`config.mk`:
```
export PLATFORM = sky130hd
export DESIGN_NAME = ers_bank
export DESIGN_NICKNAME = d
export VERILOG_FILES = /design/src/hdl/ers_pkg.sv /design/src/hdl/ers_record.sv /design/src/hdl/ers_bank.sv
export VERILOG_INCLUDE_DIRS = /design/src /design/src/hdl
export SDC_FILE = /design/constraint.sdc
export NUM_CORES = 1
export LEC_CHECK = 0
export BUFFER_PORTS_ARGS = -buffer_cell sky130_fd_sc_hd__buf_2
export CAP_MARGIN = 20
export CORE_MARGIN = 2
export CORE_UTILIZATION = 48
export DETAILED_ROUTE_END_ITERATION = 8
export PLACE_DENSITY = 0.87
export RECOVER_POWER = 50
export SETUP_SLACK_MARGIN = 0.02
export SKIP_CTS_REPAIR_TIMING = 1
export SLEW_MARGIN = 0
export SYNTH_ARGS = -nofsm -noshare
export SYNTH_HDL_FRONTEND = slang
export SYNTH_HIERARCHICAL = 1
export SYNTH_SLANG_ARGS = --single-unit
```
`constraint.sdc`:
```
create_clock -name mclk -period 3.1 [get_ports mclk]
set_input_delay 0.465 -clock mclk [delete_from_list [all_inputs] [get_ports mclk]]
set_output_delay 0.465 -clock mclk [all_outputs]
set_load 0.05 [all_outputs]
```
`src/hdl/ers_defs.svh`:
```
// Offsets, field positions and reset values of the error record status block.
`ifndef ERS_DEFS_SVH
`define ERS_DEFS_SVH
`define ERS_STATUS_BASE 12'h010
`define ERS_RECORD_STRIDE 12'h040
`define ERS_BIT_ADDR_CAPTURED 31
`define ERS_BIT_RECORD_FILLED 30
`define ERS_BIT_UNCORRECTED 29
`define ERS_BIT_ABORT_SIGNALED 28
`define ERS_BIT_SYNDROME_LOST 27
`define ERS_BIT_MISC_VALID 26
`define ERS_CORR_HI 25
`define ERS_CORR_LO 24
`define ERS_BIT_POSTPONED 23
`define ERS_CORR_NONE 2'h0
`define ERS_CORR_TRANSIENT 2'h1
`define ERS_CORR_UNSPEC 2'h2
`define ERS_CORR_PERSISTENT 2'h3
`define ERS_NUM_RECORDS 2
`define ERS_SEL_WIDTH 4
`endif

```
`src/hdl/ers_pkg.sv`:
```
// Types shared by the error record status block.
package ers_pkg;
  // Architecture version of the status bit behaviour.
  typedef enum logic {ers_ver_1_0, ers_ver_1_1} ers_version_t;
  // Kind of error reported by detection logic.
  typedef enum logic [1:0] {ers_err_corrected, ers_err_postponed, ers_err_uncorrected}
    ers_err_kind_t;
endpackage

```
`src/hdl/ers_record.sv`:
```
// One error record's primary status register.
`include "ers_defs.svh"
module ers_record (
  input wire logic mclk,
  input wire logic sys_rst,
  input wire logic recovery_rst,
  input wire logic v1_1_mode,
  input wire logic wr_en,
  input wire logic [31:0] wr_data,
  input wire logic err_event,
  input wire ers_pkg::ers_err_kind_t err_kind,
  input wire logic [1:0] err_corr_kind,
  input wire logic err_addr_valid,
  input wire logic err_abort,
  input wire logic err_counter_overflow,
  output logic [31:0] status
);
  // Stored flags.
  logic addr_captured, record_filled, uncorrected_flag, abort_signaled_flag;
  logic syndrome_lost_flag, postponed_flag;
  logic [1:0] corr_field;
  // Write gating signals.
  logic any_err, top_cleared, av_wr_ok, v_wr_ok, ue_wr_ok, of_clr, ce_de_wr_ok;
  // New values after a software write, before the event.
  logic next_av, next_v, next_ue, next_er, next_of, next_de;
  logic [1:0] next_ce;
  // Whether an error is recorded, overflow condition.
  logic set_of;

  // Clear the highest-priority indication: uncorrected over postponed over corrected.
  always_comb begin
    any_err = uncorrected_flag | postponed_flag | (corr_field != `ERS_CORR_NONE);
    if (uncorrected_flag) begin
      top_cleared = wr_data[`ERS_BIT_UNCORRECTED];
    end else if (postponed_flag) begin
      top_cleared = wr_data[`ERS_BIT_POSTPONED];
    end else begin
      top_cleared = wr_data[`ERS_CORR_HI] & wr_data[`ERS_CORR_LO];
    end
    // No corrected-error counter is kept, so clearing this flag disturbs nothing else.
    of_clr = wr_data[`ERS_BIT_SYNDROME_LOST];
    av_wr_ok = v1_1_mode | !any_err | top_cleared;
    v_wr_ok = v1_1_mode | !any_err | wr_data[`ERS_BIT_RECORD_FILLED];
    ue_wr_ok = v1_1_mode | !syndrome_lost_flag | of_clr;
    ce_de_wr_ok = ue_wr_ok;
  end

  // Apply write-one-to-clear with the gating evaluated on the old value.
  always_comb begin
    next_av = addr_captured;
    next_v = record_filled;
    next_ue = uncorrected_flag;
    next_er = abort_signaled_flag;
    next_of = syndrome_lost_flag;
    next_de = postponed_flag;
    next_ce = corr_field;
    if (wr_en) begin
      if (av_wr_ok && wr_data[`ERS_BIT_ADDR_CAPTURED]) next_av = 1'b0;
      if (av_wr_ok && wr_data[`ERS_BIT_ABORT_SIGNALED]) next_er = 1'b0;
      if (v_wr_ok && wr_data[`ERS_BIT_RECORD_FILLED]) next_v = 1'b0;
      if (ue_wr_ok && wr_data[`ERS_BIT_UNCORRECTED]) next_ue = 1'b0;
      if (of_clr) next_of = 1'b0;
      if (ce_de_wr_ok && wr_data[`ERS_BIT_POSTPONED]) next_de = 1'b0;
      if (ce_de_wr_ok && (wr_data[`ERS_CORR_HI:`ERS_CORR_LO] == 2'h3)) next_ce = 2'h0;
    end
  end

  // Overflow condition against the old record value.
  always_comb begin
    set_of = 1'b0;
    if (v1_1_mode) begin
      set_of = (err_event && err_kind == ers_pkg::ers_err_corrected) ?
        (err_counter_overflow | record_filled) : (err_event & record_filled);
    end else if (err_event) begin
      case (err_kind)
        ers_pkg::ers_err_uncorrected: set_of = uncorrected_flag;
        ers_pkg::ers_err_postponed: set_of = !uncorrected_flag & postponed_flag;
        default: set_of = !uncorrected_flag & !postponed_flag &
          (err_counter_overflow | (corr_field != `ERS_CORR_NONE));
      endcase
    end
  end

  // Flags: recording event wins over a concurrent clear; recovery reset preserves all.
  always_ff @(posedge mclk) begin
    if (sys_rst) begin
      addr_captured <= 1'b0;
      record_filled <= 1'b0;
      uncorrected_flag <= 1'b0;
      abort_signaled_flag <= 1'b0;
      syndrome_lost_flag <= 1'b0;
      postponed_flag <= 1'b0;
      corr_field <= `ERS_CORR_NONE;
    end else if (!recovery_rst) begin
      addr_captured <= next_av | (err_event & err_addr_valid);
      record_filled <= next_v | err_event;
      uncorrected_flag <= next_ue | (err_event && err_kind == ers_pkg::ers_err_uncorrected);
      postponed_flag <= next_de | (err_event && err_kind == ers_pkg::ers_err_postponed);
      abort_signaled_flag <= next_er | (err_event & err_abort);
      syndrome_lost_flag <= next_of | set_of;
      if (err_event && err_kind == ers_pkg::ers_err_corrected) begin
        corr_field <= err_corr_kind;
      end else begin
        corr_field <= next_ce;
      end
    end
  end

  // Read view; writes of zero leave nothing pending since no field raises interrupts.
  always_comb begin
    status = 32'h0;
    status[`ERS_BIT_ADDR_CAPTURED] = addr_captured;
    status[`ERS_BIT_RECORD_FILLED] = record_filled;
    status[`ERS_BIT_UNCORRECTED] = uncorrected_flag;
    status[`ERS_BIT_ABORT_SIGNALED] = abort_signaled_flag;
    status[`ERS_BIT_SYNDROME_LOST] = syndrome_lost_flag;
    status[`ERS_CORR_HI:`ERS_CORR_LO] = corr_field;
    status[`ERS_BIT_POSTPONED] = postponed_flag;
  end
endmodule

```
`src/hdl/ers_bank.sv`:
```
// Error record status bank with memory-mapped and selected-record views.
// Operation
// - Writing zero returns implementation fields to initial
// - 64-bit status at 0x010 plus 64 times n
// - Selected window shows record chosen by select
// - Unimplemented record status reads as zero
// - Address-captured bit 31, W1C, cold reset zero
// - Version 1.0 gates address and abort writes
// - Record-filled bit 30, W1C, cold reset zero
// - Version 1.0 gates record-filled writes; the gate always passes when bit 30 is written
// - Uncorrected bit 29 set on an uncorrected error
// - Version 1.0 uncorrected write gated by lost
// - Abort bit 28 set on returned abort
// - Abort flag W1C, kept over recovery reset
// - Version 1.1 syndrome-lost set in three cases
// - No counter is kept; a syndrome-lost write disturbs no other field
// - Version 1.0 syndrome-lost set in four cases
// - Syndrome-lost W1C, kept over recovery reset
// - Interrupt-raising syndrome fields disabled at reset
// - Corrected field encodes none, transient, unspecified, persistent
// - Postponed bit 23, write-one-to-clear
`include "ers_defs.svh"
module ers_bank (
  input wire logic mclk,
  input wire logic sys_rst,
  // Error recovery reset: all flags held.
  input wire logic recovery_rst,
  // Selects version 1.1 behaviour when high.
  input wire logic v1_1_mode,
  // Memory-mapped view.
  input wire logic mm_wr,
  input wire logic mm_rd,
  input wire logic [11:0] mm_addr,
  input wire logic [63:0] mm_wdata,
  output logic [63:0] mm_rdata,
  // Selected-record system-register view.
  input wire logic [3:0] record_select_field,
  input wire logic sys_wr,
  input wire logic sys_narrow,
  input wire logic [63:0] sys_wdata,
  output logic [63:0] selected_status_sysreg,
  // Detection logic per record.
  input wire logic [1:0] err_event,
  input wire logic [3:0] err_kind,
  input wire logic [3:0] err_corr_kind,
  input wire logic [1:0] err_addr_valid,
  input wire logic [1:0] err_abort,
  input wire logic [1:0] err_counter_overflow
);
  ////////////////////////////////////////////////////////////////////////
  // Decode helpers.
  // Record index addressed by a memory-mapped offset, or all ones if none.
  function automatic logic [3:0] mm_index(input logic [11:0] a);
    logic [11:0] rel;
    rel = a - `ERS_STATUS_BASE;
    // Offsets past the last decodable index must not alias back onto a record.
    if (a < `ERS_STATUS_BASE || rel[5:0] != 6'h0 || rel[11:10] != 2'h0) begin
      mm_index = 4'hf;
    end else begin
      mm_index = rel[9:6];
    end
  endfunction

  logic [3:0] mm_idx;
  logic [31:0] status [`ERS_NUM_RECORDS];
  assign mm_idx = mm_index(mm_addr);

  ////////////////////////////////////////////////////////////////////////
  // One status record per implemented entry.
  for (genvar g = 0; g < `ERS_NUM_RECORDS; g++) begin : g_rec
    logic wr_en;
    logic [31:0] wr_data;
    always_comb begin
      wr_en = 1'b0;
      wr_data = 32'h0;
      if (mm_wr && mm_idx == 4'(g)) begin
        wr_en = 1'b1;
        wr_data = mm_wdata[31:0];
      end else if (sys_wr && record_select_field == 4'(g)) begin
        wr_en = 1'b1;
        wr_data = sys_wdata[31:0];
      end
    end
    ers_record u_rec (
      .mclk(mclk),
      .sys_rst(sys_rst),
      .recovery_rst(recovery_rst),
      .v1_1_mode(v1_1_mode),
      .wr_en(wr_en),
      .wr_data(wr_data),
      .err_event(err_event[g]),
      .err_kind(ers_pkg::ers_err_kind_t'(err_kind[2*g+:2])),
      .err_corr_kind(err_corr_kind[2*g+:2]),
      .err_addr_valid(err_addr_valid[g]),
      .err_abort(err_abort[g]),
      .err_counter_overflow(err_counter_overflow[g]),
      .status(status[g])
    );
  end

  ////////////////////////////////////////////////////////////////////////
  // Registered read data; unimplemented records read zero.
  always_ff @(posedge mclk) begin
    if (sys_rst) begin
      mm_rdata <= 64'h0;
    end else if (mm_rd) begin
      mm_rdata <= (mm_idx < 4'(`ERS_NUM_RECORDS)) ? {32'h0, status[mm_idx[0]]} : 64'h0;
    end
  end

  // Selected window, narrow state limited to bits 31:0.
  always_ff @(posedge mclk) begin
    if (sys_rst) begin
      selected_status_sysreg <= 64'h0;
    end else if (record_select_field < 4'(`ERS_NUM_RECORDS)) begin
      selected_status_sysreg <= {32'h0, status[record_select_field[0]]};
    end else begin
      selected_status_sysreg <= 64'h0;
    end
  end
  logic unused_narrow;
  assign unused_narrow = sys_narrow;
endmodule

```
==> flow_summary.html, run 1 <==
<table>
<tr><th>Metric</th><th>Value</th></tr>
<tr><th colspan="2">Routing</th></tr>
<tr><td>Vias/cell</td><td>4.664</td></tr>
<tr><td>Via count of the routed design</td><td>3689</td></tr>
<tr><td>First DRT Iteration DRCs</td><td>189</td></tr>
<tr><td>Wirelength per Cell</td><td>13.31 um</td></tr>
<tr><td>Total iterations of the first detailed-routing run</td><td>4</td></tr>
<tr><td>Final Routed Wirelength</td><td>10530 um</td></tr>
<tr><td>Final routed DRC violation total</td><td>0</td></tr>
<tr><td>Post-DRT Antenna Nets</td><td>0</td></tr>
<tr><th colspan="2">Floorplanning</th></tr>
<tr><td>Die footprint</td><td>11140 um2</td></tr>
<tr><td>Placeable Area</td><td>10180 um2</td></tr>
<tr><td>Row Count</td><td>37</td></tr>
<tr><td>I/O Pins</td><td>296</td></tr>
<tr><td>Die span in y</td><td>105.5 um</td></tr>
<tr><td>Initial core utilization</td><td>48.59%</td></tr>
<tr><td>Die Wd</td><td>105.5 um</td></tr>
<tr><th colspan="2">Yosys</th></tr>
<tr><td>Post-synthesis area per instance</td><td>8.852 um2</td></tr>
<tr><td>Total standard cell area after synthesis</td><td>4948 um2</td></tr>
<tr><td>Synth Instances</td><td>559</td></tr>
<tr><td>Synth warnings</td><td>6</td></tr>
<tr><th colspan="2">Clock network</th></tr>
<tr><td>Clock tree buffer depth</td><td>2</td></tr>
<tr><td>Root buffer selected by CTS</td><td>clkbuf_8</td></tr>
<tr><td>TritonCTS clock tree</td><td>yes</td></tr>
<tr><td>Latest clock arrival within the worst-skew pair</td><td>340 ps</td></tr>
<tr><td>Number of CTS-inserted buffers</td><td>9</td></tr>
<tr><td>Clock slew at reported path FFs</td><td>80 ps</td></tr>
<tr><td>H-tree Lvls</td><td>3</td></tr>
<tr><td>Num Clock Sinks</td><td>80</td></tr>
<tr><th colspan="2">GRT</th></tr>
<tr><td>Tot GR Track Use</td><td>18.93%</td></tr>
<tr><td>Maximum number of pins on one net before global-route repair</td><td>33</td></tr>
<tr><td>Overflow after GRT</td><td>0</td></tr>
<tr><td>Initial antenna violation count</td><td>2</td></tr>
<tr><td>Via count of the first global-routing pass</td><td>3375</td></tr>
<tr><td>Global-route wire length before repair</td><td>16770 um</td></tr>
<tr><th colspan="2">Setup path</th></tr>
<tr><td>Worst endpoint data arrival time</td><td>2680 ps</td></tr>
<tr><td>CP max stage cell</td><td>and4_1</td></tr>
<tr><td>Worst Setup Path Type</td><td>input port to register</td></tr>
<tr><td>Element type at the critical path end</td><td>register</td></tr>
<tr><td>Largest stage delay, worst path</td><td>510 ps</td></tr>
<tr><td>CP max FO</td><td>9</td></tr>
<tr><td>Worst Reg2Reg Path Length in Cells</td><td>3</td></tr>
<tr><td>CP startpoint kind</td><td>input port</td></tr>
<tr><td>Crit path cell chain</td><td>buf_2, o31a_1, nor4_4, and4_1, mux2_1, a21oi_1, o211ai_2, a311oi_2</td></tr>
<tr><td>CP required</td><td>3340 ps</td></tr>
<tr><th colspan="2">Power</th></tr>
<tr><td>Total power density per cell area</td><td>453.3 nW/um2</td></tr>
<tr><td>Leak pwr</td><td>2.413 nW</td></tr>
<tr><td>VDD IR-drop max</td><td>0.1768 mV</td></tr>
<tr><th colspan="2">Timing</th></tr>
<tr><td>Slew at the pin closest to its max-slew limit</td><td>1138 ps</td></tr>
<tr><td>Relative slew slack</td><td>24.10%</td></tr>
<tr><td>Fraction of the cycle the final worst path needs</td><td>78.54%</td></tr>
<tr><td>Worst clock skew on the final layout</td><td>7.159 ps</td></tr>
<tr><td>Final setup vio count</td><td>0</td></tr>
<tr><td>Pins Over Slew Limit</td><td>0</td></tr>
<tr><td>Final count of hold timing violations</td><td>0</td></tr>
<tr><td>Highest Clock Rate</td><td>0.4107 GHz</td></tr>
<tr><td>Final worst path period need</td><td>2435 ps</td></tr>
<tr><td>Final total negative setup slack</td><td>0 ps</td></tr>
<tr><td>RSZ-0062 raised after global routing</td><td>no</td></tr>
<tr><th colspan="2">Placement</th></tr>
<tr><td>Number of port buffers</td><td>118</td></tr>
<tr><td>Area after DPL</td><td>5080 um2</td></tr>
<tr><td>Estimated wirelength of the detail-placed design</td><td>7852 um</td></tr>
<tr><td>Weighted congestion reported at the end of routability-driven placement</td><td>0.9025</td></tr>
<tr><th colspan="2">Final layout</th></tr>
<tr><td>Synthesis-to-finish area growth</td><td>6.018%</td></tr>
<tr><td>Layout cells sized above 1</td><td>16.23%</td></tr>
<tr><td>Final Cell Area</td><td>5246 um2</td></tr>
<tr><td>Final cell utilization of the core</td><td>51.51%</td></tr>
<tr><td>Number of nets at the end of the flow</td><td>822</td></tr>
<tr><td>Commonest cells after routing, fill and taps aside</td><td>112 x conb_1, 80 x dfxtp_1, 67 x buf_2, 64 x mux2i_1, 53 x nor2_1</td></tr>
<tr><td>Layout filler cell count</td><td>998</td></tr>
<tr><td>Commonest non-fill, non-tap cell in the layout</td><td>conb_1</td></tr>
<tr><th colspan="2">Flow run</th></tr>
<tr><td>MaxCap Viol Count</td><td>0</td></tr>
<tr><th colspan="2">Outcome</th></tr>
<tr><td>Result of the run</td><td>finished clean</td></tr>
<tr><th colspan="2">Min path</th></tr>
<tr><td>Type of the most critical hold path</td><td>input port to register</td></tr>
<tr><td>Worst hold path cell count</td><td>3</td></tr>
</table>
critical path: cells and delay by family:
| kind | cells | cell delay, ps |
|---|---|---|
| AO/OA/AOI/OAI | 4 | 950 |
| AND/OR/NAND/NOR | 2 | 720 |
| buffers and inverters | 1 | 140 |
| multiplexers | 1 | 400 |
per-stage QoR:
stage	hold slack, ps	power [mW]	cells	setup slack, ps
2_1_floorplan	461.9	1.565	668	794.3
3_3_place_gp	429.8	1.523	773	376.7
3_5_place_dp	437.1	1.527	773	336.9
4_1_cts	364.4	2.390	789	692.9
5_1_grt	381.5	2.471	791	518.3
6_report	379.4	2.378	791	665.3
path summary, 6_finish.rpt:
kind | start | slack, ps | endpoint
max reg2reg | g_rec[1].u_rec/uncorrected_flag | 1890 | g_rec[1].u_rec/addr_captured
min reg2reg | mm_rdata[31] | 450 | mm_rdata[31]
max | mm_addr[6] | 670 | g_rec[0].u_rec/abort_signaled_flag
min | err_corr_kind[2] | 380 | g_rec[1].u_rec/corr_field[0]
power by group:
part | total, mW | leakage (nW) | switching (mW) | internal, mW
Sequential | 1.06 | 0.647 | 0.0149 | 1.04
Clock | 0.867 | 0.113 | 0.389 | 0.478
Combinational | 0.454 | 1.65 | 0.336 | 0.118
Total | 2.38 | 2.41 | 0.740 | 1.64
per-layer routing:
| layer | GRT usage (%) | wire length (um) | vias up | share of wire, % |
|---|---|---|---|---|
| li1 | - | - | 1840 | - |
| met1 | 22.98 | 4447 | 1663 | 42 |
| met2 | 32.44 | 5024 | 160 | 48 |
| met3 | 4.082 | 752 | 26 | 7.1 |
| met4 | 7.707 | 302 | 0 | 2.9 |
| met5 | 0 | 0 | - | 0 |
flip-flops by register name (all words and copies together), names as in the netlist:
signal	flops
g_rec.u_rec/record_filled	2
g_rec.u_rec/corr_field	4
g_rec.u_rec/postponed_flag	2
g_rec.u_rec/addr_captured	2
g_rec.u_rec/uncorrected_flag	2
mm_rdata	32
selected_status_sysreg	32
g_rec.u_rec/syndrome_lost_flag	2
g_rec.u_rec/abort_signaled_flag	2
area by class of cell:
cell class / instances / area, um2 / area share (%)
sequential: 80 / 1602 / 30.53
clock inverter: 6 / 90.09 / 1.717
tap: 136 / 170.2 / 3.243
multi-input combinational: 422 / 2633 / 50.18
clock buffer: 10 / 137.6 / 2.623
antenna: 2 / 5.005 / 0.09540
inverter: 12 / 45.04 / 0.8586
timing repair buffer: 123 / 564.3 / 10.76
(Power assumes the default switching activity.)
==> run 2, diff against run 1 <==
==> constraint.sdc (replaced) <==
create_clock -name mclk -period 2.25 [get_ports mclk]
set_input_delay 0.3375 -clock mclk [delete_from_list [all_inputs] [get_ports mclk]]
set_output_delay 0.3375 -clock mclk [all_outputs]
set_load 0.05 [all_outputs]
==> run 2 against run 1 <==
Net effect:
- global-route usage grew 0.065 points
- largest power group unchanged
- via count is 2.2% higher
- power increased by 36%
- die area is the same
- register-to-register slack got worse by 850 ps
- clock-buffer cell count is the same
- worst setup slack worse by 480 ps
- largest cell class unchanged
- sequential power up 38%
==> flow_summary.html, run 2 (same netlist as run 1, synthesis figures left out) <==
<table>
<tr><th>Metric</th><th>Value</th></tr>
<tr><th colspan="2">Outcome</th></tr>
<tr><td>Result of the run</td><td>finished clean</td></tr>
<tr><th colspan="2">Setup path</th></tr>
<tr><td>Worst endpoint data arrival time</td><td>2320 ps</td></tr>
<tr><td>CP startpoint kind</td><td>input port</td></tr>
<tr><td>CP max FO</td><td>8</td></tr>
<tr><td>Element type at the critical path end</td><td>register</td></tr>
<tr><td>Worst Setup Path Type</td><td>input port to register</td></tr>
<tr><td>CP required</td><td>2500 ps</td></tr>
<tr><td>Buffer and inverter count on the worst path</td><td>2</td></tr>
<tr><td>Crit path cell chain</td><td>buf_2, o31a_1, nor4_4, and4_1, buf_4, mux2_1, a21oi_1, o211ai_2, a311oi_2</td></tr>
<tr><td>Reg-to-reg setup timing slack</td><td>1040 ps</td></tr>
<tr><td>CP delay by family, top</td><td>compound AO/OA/AOI/OAI gates</td></tr>
<tr><td>CP max stage cell</td><td>mux2_1</td></tr>
<tr><td>Largest stage delay, worst path</td><td>370 ps</td></tr>
<tr><th colspan="2">Flow run</th></tr>
<tr><td>MaxCap Viol Count</td><td>0</td></tr>
<tr><th colspan="2">Floorplanning</th></tr>
<tr><td>Die span in y</td><td>105.5 um</td></tr>
<tr><td>Die footprint</td><td>11140 um2</td></tr>
<tr><td>Row Count</td><td>37</td></tr>
<tr><td>Initial core utilization</td><td>48.59%</td></tr>
<tr><td>Die Wd</td><td>105.5 um</td></tr>
<tr><td>Placeable Area</td><td>10180 um2</td></tr>
<tr><td>I/O Pins</td><td>296</td></tr>
<tr><th colspan="2">Timing</th></tr>
<tr><td>Worst clock skew on the final layout</td><td>12.94 ps</td></tr>
<tr><td>Final worst path period need</td><td>2062 ps</td></tr>
<tr><td>Relative slew slack</td><td>23.66%</td></tr>
<tr><td>Final total negative setup slack</td><td>0 ps</td></tr>
<tr><td>RSZ-0062 raised after global routing</td><td>no</td></tr>
<tr><td>Final setup vio count</td><td>0</td></tr>
<tr><td>Slew at the pin closest to its max-slew limit</td><td>1145 ps</td></tr>
<tr><td>Highest Clock Rate</td><td>0.4849 GHz</td></tr>
<tr><td>Final count of hold timing violations</td><td>0</td></tr>
<tr><td>Fraction of the cycle the final worst path needs</td><td>91.65%</td></tr>
<tr><td>Pins Over Slew Limit</td><td>0</td></tr>
<tr><th colspan="2">Routing</th></tr>
<tr><td>First DRT Iteration DRCs</td><td>156</td></tr>
<tr><td>Highest layer used for signal routing</td><td>met4</td></tr>
<tr><td>Post-DRT Antenna Nets</td><td>0</td></tr>
<tr><td>Wirelength per Cell</td><td>12.98 um</td></tr>
<tr><td>Post-Route M1 WL</td><td>4581 um</td></tr>
<tr><td>Via count of the routed design</td><td>3772</td></tr>
<tr><td>Final Routed Wirelength</td><td>10540 um</td></tr>
<tr><td>Vias/cell</td><td>4.645</td></tr>
<tr><td>Final routed DRC violation total</td><td>0</td></tr>
<tr><td>Met3 routed wirelength</td><td>691 um</td></tr>
<tr><td>Total iterations of the first detailed-routing run</td><td>4</td></tr>
<tr><td>WL met2</td><td>5190 um</td></tr>
<tr><th colspan="2">Clock network</th></tr>
<tr><td>Num Clock Sinks</td><td>80</td></tr>
<tr><td>H-tree Lvls</td><td>3</td></tr>
<tr><td>Latest clock arrival within the worst-skew pair</td><td>360 ps</td></tr>
<tr><td>TritonCTS clock tree</td><td>yes</td></tr>
<tr><td>Root buffer selected by CTS</td><td>clkbuf_8</td></tr>
<tr><td>Number of CTS-inserted buffers</td><td>9</td></tr>
<tr><td>Clock tree buffer depth</td><td>2</td></tr>
<tr><td>Clock slew at reported path FFs</td><td>100 ps</td></tr>
<tr><th colspan="2">Final layout</th></tr>
<tr><td>Area of the multi-input gates</td><td>2634 um2</td></tr>
<tr><td>Final cell utilization of the core</td><td>53.03%</td></tr>
<tr><td>Number of nets at the end of the flow</td><td>845</td></tr>
<tr><td>Count of inserted antenna diode cells</td><td>0</td></tr>
<tr><td>Largest registers</td><td>mm_rdata x32, selected_status_sysreg x32, g_rec.u_rec/corr_field x4</td></tr>
<tr><td>Area taken by flip-flops and latches</td><td>1602 um2</td></tr>
<tr><td>Layout cells sized above 1</td><td>19.38%</td></tr>
<tr><td>Commonest cells after routing, fill and taps aside</td><td>112 x conb_1, 80 x dfxtp_1, 68 x buf_2, 64 x mux2i_1, 53 x nor2_1</td></tr>
<tr><td>Synthesis-to-finish area growth</td><td>9.153%</td></tr>
<tr><td>Commonest non-fill, non-tap cell in the layout</td><td>conb_1</td></tr>
<tr><td>Layout filler cell count</td><td>1005</td></tr>
<tr><th colspan="2">GRT</th></tr>
<tr><td>Initial antenna violation count</td><td>0</td></tr>
<tr><td>Global-route wire length before repair</td><td>16770 um</td></tr>
<tr><td>Maximum number of pins on one net before global-route repair</td><td>33</td></tr>
<tr><td>Tot GR Track Use</td><td>18.99%</td></tr>
<tr><td>Via count of the first global-routing pass</td><td>3440</td></tr>
<tr><td>Overflow after GRT</td><td>0</td></tr>
<tr><th colspan="2">Power</th></tr>
<tr><td>VDD IR-drop max</td><td>0.2922 mV</td></tr>
<tr><td>Leak pwr</td><td>2.525 nW</td></tr>
<tr><td>Total power density per cell area</td><td>598.4 nW/um2</td></tr>
<tr><th colspan="2">Min path</th></tr>
<tr><td>Type of the most critical hold path</td><td>input port to register</td></tr>
<tr><th colspan="2">Placement</th></tr>
<tr><td>Weighted congestion reported at the end of routability-driven placement</td><td>0.9196</td></tr>
<tr><td>Estimated wirelength of the detail-placed design</td><td>8019 um</td></tr>
<tr><td>Number of port buffers</td><td>118</td></tr>
</table>
[run 2: worst min-delay path, stage by stage]
cell and delay [ps]:
buf_2 90, inv_1 50, o32ai_1 80
[run 2: cell type report]
| class | instances | share of cell area (%) |
|---|---|---|
| inverters | 12 | 0.8339 |
| clock buffers | 10 | 2.548 |
| well taps | 136 | 3.150 |
| flip-flops and latches | 80 | 29.65 |
| repair buffers | 146 | 13.67 |
| clock inverters | 6 | 1.390 |
| multi-input cells | 422 | 48.76 |
[run 2: metal layers]
| metal | global-route usage, % | vias to the layer above |
|---|---|---|
| li1 | - | 1886 |
| met1 | 23.18 | 1738 |
| met2 | 33.55 | 141 |
| met3 | 5.009 | 7 |
| met4 | 4.041 | 0 |
| met5 | 0 | - |
[run 2: worst paths after layout]
path / start / endpoint / cells after the start
worst max register to register: g_rec[1].u_rec/uncorrected_flag / g_rec[1].u_rec/abort_signaled_flag / 3
worst min register to register: mm_rdata[12] / mm_rdata[12] / 2
worst min-delay path: err_corr_kind[2] / g_rec[1].u_rec/corr_field[0] / 3
worst max-delay path: mm_addr[6] / g_rec[0].u_rec/addr_captured / 9
[run 2: through the flow]
stage          hold WS (ps)  worst slack [ps]  instance area [um2]  instances  total power [mW]
3_3_place_gp          429.2            -147.1                 5245        795             2.114
2_1_floorplan         461.9             71.83                 5358        668             2.156
6_report              242.8             187.8                 5401        812             3.232
4_1_cts               224.4             198.4                 5458        811             3.258
5_1_grt               230.8             22.64                 5401        812             3.362
3_5_place_dp          437.6            -166.5                 5245        795             2.117
[run 2: power breakdown]
| group | leakage (nW) | internal (mW) | switching, mW |
|---|---|---|---|
| combinational | 1.77 | 0.175 | 0.466 |
| clock | 0.105 | 0.561 | 0.576 |
| sequential | 0.647 | 1.44 | 0.0200 |
